File: src/common/scr_pkg.sv
// Shared constants for the supervisor call and resume unit.
// Assumes a processor core that decodes instructions and owns memory.
package scr_pkg;
	// Address width of instruction and operand pointers
	localparam int ADDR_W         = 18;
	// Address-mode codes
	localparam logic [1:0] AMODE_2CH = 2'h1;
	localparam logic [1:0] AMODE_3CH = 2'h0;
	localparam logic [1:0] AMODE_4CH = 2'h3;
	// Indicator word layout: trap, amode[1:0], ovf, zero, le, eq
	localparam int IND_W          = 7;
	localparam int IND_TRAP       = 6;
	localparam int IND_AMODE_HI   = 5;
	localparam int IND_AMODE_LO   = 4;
	localparam int IND_OVF        = 3;
	localparam int IND_ZERO       = 2;
	localparam int IND_LE         = 1;
	localparam int IND_EQ         = 0;
	localparam logic [6:0] IND_RESET = 7'h00;
	// Source indicator layout
	localparam int SRC_W          = 4;
	localparam int SRC_ADRV       = 3;
	localparam int SRC_SVC        = 2;
	localparam int SRC_PANEL      = 1;
	localparam int SRC_PERIPH     = 0;
	localparam logic [3:0] SRC_RESET = 4'h0;
	// Resume operand formats
	typedef enum logic [1:0] {
		FMT_FULL,
		FMT_AONLY,
		FMT_NONE
	} scr_fmt_e;
	// AHB register byte offsets
	localparam logic [7:0] OFF_CTRL   = 8'h00;
	localparam logic [7:0] OFF_STATUS = 8'h04;
	localparam logic [7:0] OFF_IP     = 8'h08;
	localparam logic [7:0] OFF_EXTLNK = 8'h0C;
	localparam logic [7:0] OFF_INTLNK = 8'h10;
	localparam logic [7:0] OFF_AOP    = 8'h14;
	localparam logic [7:0] OFF_BOP    = 8'h18;
	localparam logic [7:0] OFF_IND    = 8'h1C;
	// Control register bits (write-only strobes / levels)
	localparam int CTRL_SVC       = 0;
	localparam int CTRL_RESUME    = 1;
	localparam int CTRL_FMT_LO    = 2;
	localparam int CTRL_FMT_HI    = 3;
	localparam int CTRL_CLRSRC    = 4;
	// Status register: internal mode bit, writable so software can enter it
	localparam int STAT_INT       = 5;
	localparam logic [1:0] HTRANS_NONSEQ = 2'h2;
endpackage

File: src/rtl/scr_ahb_slave.sv
// AHB-Lite slave front end: captures address phase, issues a write
// strobe in the data phase; reads are decoded in scr_unit. Zero wait states.
// Assumes a single master, word transfers only.
`timescale 1ns/1ps
module scr_ahb_slave (
	input  wire logic        clk,        // Core clock
	input  wire logic        arst_n,     // Async reset, low
	input  wire logic        hsel,       // Slave select
	input  wire logic [31:0] haddr,      // Byte address
	input  wire logic [1:0]  htrans,     // Transfer type
	input  wire logic        hwrite,     // Write when high
	input  wire logic        hready,     // Bus ready in
	input  wire logic [31:0] hwdata,     // Write data
	output logic             wrStb,      // Write strobe, one cycle
	output logic [7:0]       regAddr,    // Latched offset
	output logic [31:0]      wrData      // Write data passthrough
);
	logic       wrPend_r;
	logic [7:0] addr_r;
	wire        take = hsel && hready && (htrans == scr_pkg::HTRANS_NONSEQ);

	// Latch address phase
	always_ff @(posedge clk or negedge arst_n) begin
		if (!arst_n) begin
			wrPend_r <= 1'b0;
			addr_r   <= 8'h00;
		end else if (hready) begin
			wrPend_r <= take && hwrite;
			addr_r   <= take ? haddr[7:0] : addr_r;
		end
	end

	assign wrStb   = wrPend_r;
	assign regAddr = addr_r;
	assign wrData  = hwdata;
endmodule

File: src/rtl/scr_unit.sv
// Supervisor call and resume unit with register view over AHB-Lite.
// Assumes the core reports the next-instruction address and executes
// one instruction at a time; memory and word marks live elsewhere.
//
// Implementation choices: the AHB-Lite interface to the registers and the address map.
`timescale 1ns/1ps
module scr_unit #(
	parameter int AW = scr_pkg::ADDR_W    // Address width
) (
	input  wire logic          clk,        // Core clock, 100 MHz
	input  wire logic          arst_n,     // Async reset, low
	input  wire logic          svcOp,      // Supervisor call executes
	input  wire logic          resumeOp,   // Resume executes
	input  wire logic [1:0]    resumeFmt,  // Resume operand format
	input  wire logic [AW-1:0] nextAddr,   // Address of next instruction
	input  wire logic [AW-1:0] opAddrA,    // A field of resume
	input  wire logic [AW-1:0] opAddrB,    // B field of resume
	input  wire logic          hsel,       // AHB select
	input  wire logic [31:0]   haddr,      // AHB address
	input  wire logic [1:0]    htrans,     // AHB transfer type
	input  wire logic          hwrite,     // AHB write
	input  wire logic [2:0]    hsize,      // AHB size, word only
	input  wire logic          hready,     // AHB ready in
	input  wire logic [31:0]   hwdata,     // AHB write data
	output logic [31:0]        hrdata,     // AHB read data
	output logic               hreadyout,  // AHB ready out
	output logic               hresp,      // AHB response
	output logic               extMode,    // External interrupt mode
	output logic               intMode,    // Internal interrupt mode
	output logic [AW-1:0]      instrPtr,   // Instruction pointer
	output logic [AW-1:0]      aOpPtr,     // A operand pointer
	output logic [AW-1:0]      bOpPtr,     // B operand pointer
	output logic [6:0]         indicators, // Live indicators
	output logic [3:0]         srcInd      // Interrupt source flags
);
	localparam logic [AW-1:0] ZERO_A = '0;

	logic          extMode_r, intMode_r;
	logic [AW-1:0] ip_r, extLnk_r, intLnk_r, aOp_r, bOp_r;
	logic [6:0]    ind_r, aux_r;
	logic [3:0]    src_r;
	logic [31:0]   rdata_r;
	logic          wrStb;
	logic [7:0]    regAddr;
	logic [31:0]   wrData;

	// Bus front end
	scr_ahb_slave u_bus (
		.clk     (clk),
		.arst_n  (arst_n),
		.hsel    (hsel),
		.haddr   (haddr),
		.htrans  (htrans),
		.hwrite  (hwrite),
		.hready  (hready),
		.hwdata  (hwdata),
		.wrStb   (wrStb),
		.regAddr (regAddr),
		.wrData  (wrData)
	);

	// Software command strobes; the pin strobes are OR'd in
	wire ctlWr   = wrStb && (regAddr == scr_pkg::OFF_CTRL);
	wire swSvc   = ctlWr && wrData[scr_pkg::CTRL_SVC];
	wire swRes   = ctlWr && wrData[scr_pkg::CTRL_RESUME];
	wire swClr   = ctlWr && wrData[scr_pkg::CTRL_CLRSRC];
	wire doSvc   = (svcOp || swSvc) && !extMode_r;
	wire doRes   = (resumeOp || swRes) && !doSvc;
	wire [1:0] fmt = swRes ? wrData[scr_pkg::CTRL_FMT_HI:scr_pkg::CTRL_FMT_LO]
	                       : resumeFmt;
	// Next address: software-issued resume/call uses current pointer
	wire [AW-1:0] nxt = (swSvc || swRes) ? ip_r : nextAddr;
	wire resExt  = doRes && extMode_r;
	wire resInt  = doRes && !extMode_r && intMode_r;
	// Resume in standard mode only updates operand pointers
	wire loadA   = doRes && (fmt == scr_pkg::FMT_FULL ||
	                         fmt == scr_pkg::FMT_AONLY);
	wire loadB   = doRes && (fmt == scr_pkg::FMT_FULL);

	// Register writes from software
	wire wrIp  = wrStb && (regAddr == scr_pkg::OFF_IP);
	wire wrExt = wrStb && (regAddr == scr_pkg::OFF_EXTLNK);
	wire wrInt = wrStb && (regAddr == scr_pkg::OFF_INTLNK);
	wire wrInd = wrStb && (regAddr == scr_pkg::OFF_IND);
	wire wrSt  = wrStb && (regAddr == scr_pkg::OFF_STATUS);

	// Indicator after call: constant with all flags cleared, 3-char, no trap
	wire [6:0] svcInd = {1'b0, scr_pkg::AMODE_3CH, 4'h0};

	// Mode indicators
	always_ff @(posedge clk or negedge arst_n) begin
		if (!arst_n) begin
			extMode_r <= 1'b0;
			intMode_r <= 1'b0;
		end else begin
			if (doSvc)
				extMode_r <= 1'b1;
			else if (resExt)
				extMode_r <= 1'b0;
			// Internal entry is software's job here; resume wins over it
			if (resInt)
				intMode_r <= 1'b0;
			else if (wrSt)
				intMode_r <= wrData[scr_pkg::STAT_INT];
		end
	end

	// Indicators and aux store
	always_ff @(posedge clk or negedge arst_n) begin
		if (!arst_n) begin
			ind_r <= scr_pkg::IND_RESET;
			aux_r <= scr_pkg::IND_RESET;
		end else if (doSvc) begin
			aux_r <= ind_r;
			ind_r <= svcInd;
		end else if (resExt) begin
			ind_r <= aux_r;
		end else if (wrInd) begin
			ind_r <= wrData[6:0];
		end
	end

	// Source flags: call sets its flag; set wins over clear
	always_ff @(posedge clk or negedge arst_n) begin
		if (!arst_n)
			src_r <= scr_pkg::SRC_RESET;
		else if (doSvc)
			src_r <= 4'h1 << scr_pkg::SRC_SVC;
		else if (swClr)
			src_r <= scr_pkg::SRC_RESET;
	end

	// Pointer and return links; no memory write path exists at all
	always_ff @(posedge clk or negedge arst_n) begin
		if (!arst_n) begin
			ip_r     <= ZERO_A;
			extLnk_r <= ZERO_A;
			intLnk_r <= ZERO_A;
		end else if (doSvc) begin
			ip_r     <= extLnk_r;
			extLnk_r <= nxt;
		end else if (resExt) begin
			ip_r     <= extLnk_r;
			extLnk_r <= nxt;
		end else if (resInt) begin
			ip_r     <= intLnk_r;
			intLnk_r <= nxt;
		end else begin
			if (wrIp)
				ip_r <= wrData[AW-1:0];
			if (wrExt)
				extLnk_r <= wrData[AW-1:0];
			if (wrInt)
				intLnk_r <= wrData[AW-1:0];
		end
	end

	// Operand pointers per resume format
	always_ff @(posedge clk or negedge arst_n) begin
		if (!arst_n) begin
			aOp_r <= ZERO_A;
			bOp_r <= ZERO_A;
		end else begin
			if (loadA)
				aOp_r <= opAddrA;
			if (loadB)
				bOp_r <= opAddrB;
		end
	end

	// Read mux; unmapped reads return zero
	function automatic logic [31:0] padA(input logic [AW-1:0] v);
		padA = 32'(v);
	endfunction
	wire rdTake = hsel && hready && !hwrite &&
	              (htrans == scr_pkg::HTRANS_NONSEQ);
	logic [31:0] rdMux;
	always_comb begin
		case (haddr[7:0])
			scr_pkg::OFF_STATUS:
				rdMux = {22'h0, src_r, intMode_r, extMode_r,
				         aux_r[3:0]};
			scr_pkg::OFF_IP:     rdMux = padA(ip_r);
			scr_pkg::OFF_EXTLNK: rdMux = padA(extLnk_r);
			scr_pkg::OFF_INTLNK: rdMux = padA(intLnk_r);
			scr_pkg::OFF_AOP:    rdMux = padA(aOp_r);
			scr_pkg::OFF_BOP:    rdMux = padA(bOp_r);
			scr_pkg::OFF_IND:    rdMux = {18'h0, aux_r, ind_r};
			default:             rdMux = 32'h0000_0000;
		endcase
	end

	// Read data registered at end of address phase
	always_ff @(posedge clk or negedge arst_n) begin
		if (!arst_n)
			rdata_r <= 32'h0000_0000;
		else if (rdTake)
			rdata_r <= rdMux;
	end

	assign hrdata     = rdata_r;
	assign hreadyout  = 1'b1;
	assign hresp      = 1'b0;
	assign extMode    = extMode_r;
	assign intMode    = intMode_r;
	assign instrPtr   = ip_r;
	assign aOpPtr     = aOp_r;
	assign bOpPtr     = bOp_r;
	assign indicators = ind_r;
	assign srcInd     = src_r;
endmodule

File: config.mk
export PLATFORM = sky130hd
export DESIGN_NAME = scr_unit
export DESIGN_NICKNAME = d
export VERILOG_FILES = /design/src/common/scr_pkg.sv /design/src/rtl/scr_ahb_slave.sv /design/src/rtl/scr_unit.sv
export SDC_FILE = /design/constraint.sdc
export NUM_CORES = 1
export LEC_CHECK = 0
export BUFFER_PORTS_ARGS = -buffer_cell sky130_fd_sc_hd__clkbuf_2
export CAP_MARGIN = 20
export CORE_MARGIN = 1.5
export CORE_UTILIZATION = 47
export CTS_CLUSTER_SIZE = 25
export DETAILED_ROUTE_END_ITERATION = 16
export PLACE_DENSITY = 0.86
export SETUP_SLACK_MARGIN = 0.5
export SYNTH_ARGS = -nofsm -noshare
export SYNTH_HDL_FRONTEND = slang
export SYNTH_SLANG_ARGS = --single-unit
File: constraint.sdc
create_clock -name clk -period 3.3 [get_ports clk]
set_clock_uncertainty 0.1 [all_clocks]
set_input_delay 0.66 -clock clk [delete_from_list [all_inputs] [get_ports clk]]
set_output_delay 0.66 -clock clk [all_outputs]
set_load 0.05 [all_outputs]
==> qor.yml <==
run_status:
  status: "finished clean"
clock_tree:
  clkSlewWorstSetupHoldPaths_ns: 0.06
  cts_buffers: 17
  cts-root-buf: "clkbuf_16"
  clock-sinks: 134
  clk_path_buf_depth: 2
  cts_tree: "yes"
  postCtsHoldBufs: 0
  clkLatencyLatePin_ns: 0.42
  cts_max_level: 4
worst_setup_path:
  slowest_delay_ns: 0.64
  critPathBufInv: 1
  crit_slowest_cell: "or4b_1"
  cp-start-kind: "flop"
  critPathLaunch: "extMode"
  path_delay_family: "simple AND/OR/NAND/NOR gates"
  arrival_ns: 2.91
  worst_path_most_repeated_cell: "o21ai_0"
  crit_path_end_kind: "flop"
  crit_path_max_fanout: 24
  critical_path_class: "reg -> reg"
  r2r_start: "extMode"
  cp.required_ns: 3.51
  cp_cell_sequence: "or4b_1 -> o31ai_4 -> or2_4 -> buf_4 -> o21ai_0 -> o21ai_0"
floorplanning:
  initial_core_util_pct: 48.5
  die_h_um: 126
  io_pins: 233
  rows: 44
  coreArea_mm2: 0.0146
  die_w_um: 126
  die_area_mm2: 0.0158
sta:
  max_slew.worst_pin.slew_ns: 0.871
  grt_setup_unrepaired: "no"
  fmax_mhz: 371
  fin_crit_ns: 2.69
  finalSetupTns_ns: 0
  period_share_pct: 81.6
  max-slew-margin-rel_pct: 41.7
  slew_viol_final: 0
  whs_ns: 0.142
  setup_viol: 0
  setup_slack_ns: 0.607
  hold_viol: 0
cells_and_area:
  drive_gt1_share_pct: 35.7
  num_antenna_cells: 0
  n_fill_cell: 1201
  multi_input_area_mm2: 0.00344
  regArea_mm2: 0.00335
  area_growth_pct: 24.5
  nNetsFinal: 1012
  fin_area_mm2: 0.00881
hold_path:
  hp-class: "in -> async"
yosys:
  ys_seq_elements: 134
  synthArstFlopShare_pct: 100
  yosysSeqAreaShare_pct: 47.4
  ys_top_cells_by_area: "dfrtp_1, mux2_2, mux2i_1, nand2_1, nor2_1"
  synthDominantCellAreaShare_pct: 47.4
  postSynthCellCount: 688
  synth_warnings: 0
  synth-edff-count: 0
  synth_cell_types: 53
  synth_ff_type: "dfrtp_1"
  syn_avg_cell_area_um2: 10.3
  syn_area_mm2: 0.00707
  synth.most_common_cell: "dfrtp_1"
  synth_area_leader_cell: "dfrtp_1"
  synth_common_cells: "dfrtp_1, nand2_1, nor2_1"
grt:
  grt_antenna_before_repair: 0
  grt.total_usage_pct: 29.3
  grt_pass1_wl_mm: 35.8
  grt_start_max_net_pins: 62
  grt_overflow: 0
  first_global_vias: 6500
drt:
  postRouteAntennaNets: 0
  vias_per_cell: 6.17
  wirelength_mm: 23.1
  drtPass1Iterations: 5
  dr.first_iter.drc_count: 636
  vias: 6638
  wl_per_cell_um: 21.5
  drc: 0
pwr:
  p_leak_nw: 4.20
  ir_drop_mv: 0.519
  p_per_area_mw_per_mm2: 759
placement:
  io_buffers: 172
  dpl_worst_slack_ns: 0.326
  placed_area_mm2: 0.00820
  place_congestion: 0.901
  dp.final_hpwl_mm: 16.7
job:
  max-cap-violations: 0
[layout make-up]
cell class | count | area share, %
multi-input combinational | 508 | 39.0
tap | 184 | 2.61
clock inverter | 3 | 0.199
inverter | 3 | 0.128
sequential | 134 | 38.1
clock buffer | 27 | 5.82
timing repair buffer | 216 | 14.2
[layer usage]
layer	vias up	global-route usage [%]	wire length, um
li1	2908	-	-
met1	3163	38.0	8920
met2	476	47.3	10900
met3	91	6.29	2240
met4	0	13.8	1010
met5	-	0	0
[path summary, 6_finish.rpt]
check	depth (start not counted)	endpoint	slack [ns]
min	1	extLnk_r[7]	0.14
min in group clk	2	u_bus.wrStb	0.36
min reg2reg	1	hrdata[17]	0.38
max in group asynchronous	2	instrPtr[3]	2.21
max	6	extLnk_r[16]	0.61
max reg2reg	6	extLnk_r[16]	0.61
[state kept, by name, indices dropped and copies added (netlist names), 8 cells and up]
name and count:
u_bus.regAddr 8, hrdata 18, extLnk_r 18, intLnk_r 18
instrPtr 18, aOpPtr 18, bOpPtr 18
[logic make-up after synthesis]
group,count (synthesis),synth area share [%]
DFF,134,47.4
muxes,93,14.2
other,2,0.106
AOI/OAI and AO/OA,201,20.3
and+or+nand+nor,195,12.7
buffers and inverters,63,5.27
[stage by stage]
stage	utilization, %	instances	power (W)
global placement	56.2	1039	0.00486
CTS	59.9	1069	0.00665
finish	60.4	1075	0.00669
detailed placement	56.2	1039	0.00493
global route	60.4	1075	0.00695
floorplan	-	705	0.00419
[cell usage in the layout (no fill, tap or decap), types with 4 or more instances in the layout]
| master | count |
|---|---|
| mux2_2 | 59 |
| nand4_1 | 4 |
| a21o_1 | 16 |
| o41ai_1 | 10 |
| conb_1 | 19 |
| mux2i_1 | 34 |
| dfrtp_1 | 134 |
| a31oi_1 | 8 |
| nand2_1 | 77 |
| nor3_1 | 9 |
| a222oi_1 | 4 |
| buf_4 | 40 |
| clkbuf_16 | 17 |
| clkbuf_2 | 171 |
| o22a_1 | 10 |
| buf_12 | 4 |
| o31ai_1 | 12 |
| nor2_1 | 67 |
| a221oi_1 | 15 |
| o21ai_0 | 43 |
| o21ai_1 | 8 |
| nor2b_1 | 5 |
| o22ai_1 | 17 |
| a21oi_1 | 24 |
| a211oi_1 | 6 |
| a221o_1 | 4 |
| clkbuf_8 | 5 |
| clkbuf_1 | 5 |
| a22oi_1 | 14 |
[timing repair]
| item | CTS | global route |
|---|---|---|
| setup endpoints to repair | 4 | 26 |
| resized for setup | 2 | 1 |
| buffers inserted | 0 | 6 |
| pin swaps | 0 | 3 |
| endpoints found under the hold margin | 0 | 0 |
[where the power goes]
part / switching [W] / internal, W
combinational: 0.00156 / 0.000725
clock: 0.000663 / 0.00105
sequential: 0.000570 / 0.00213
total: 0.00279 / 0.00390
Note: power is estimated with default switching activity, not from simulation.
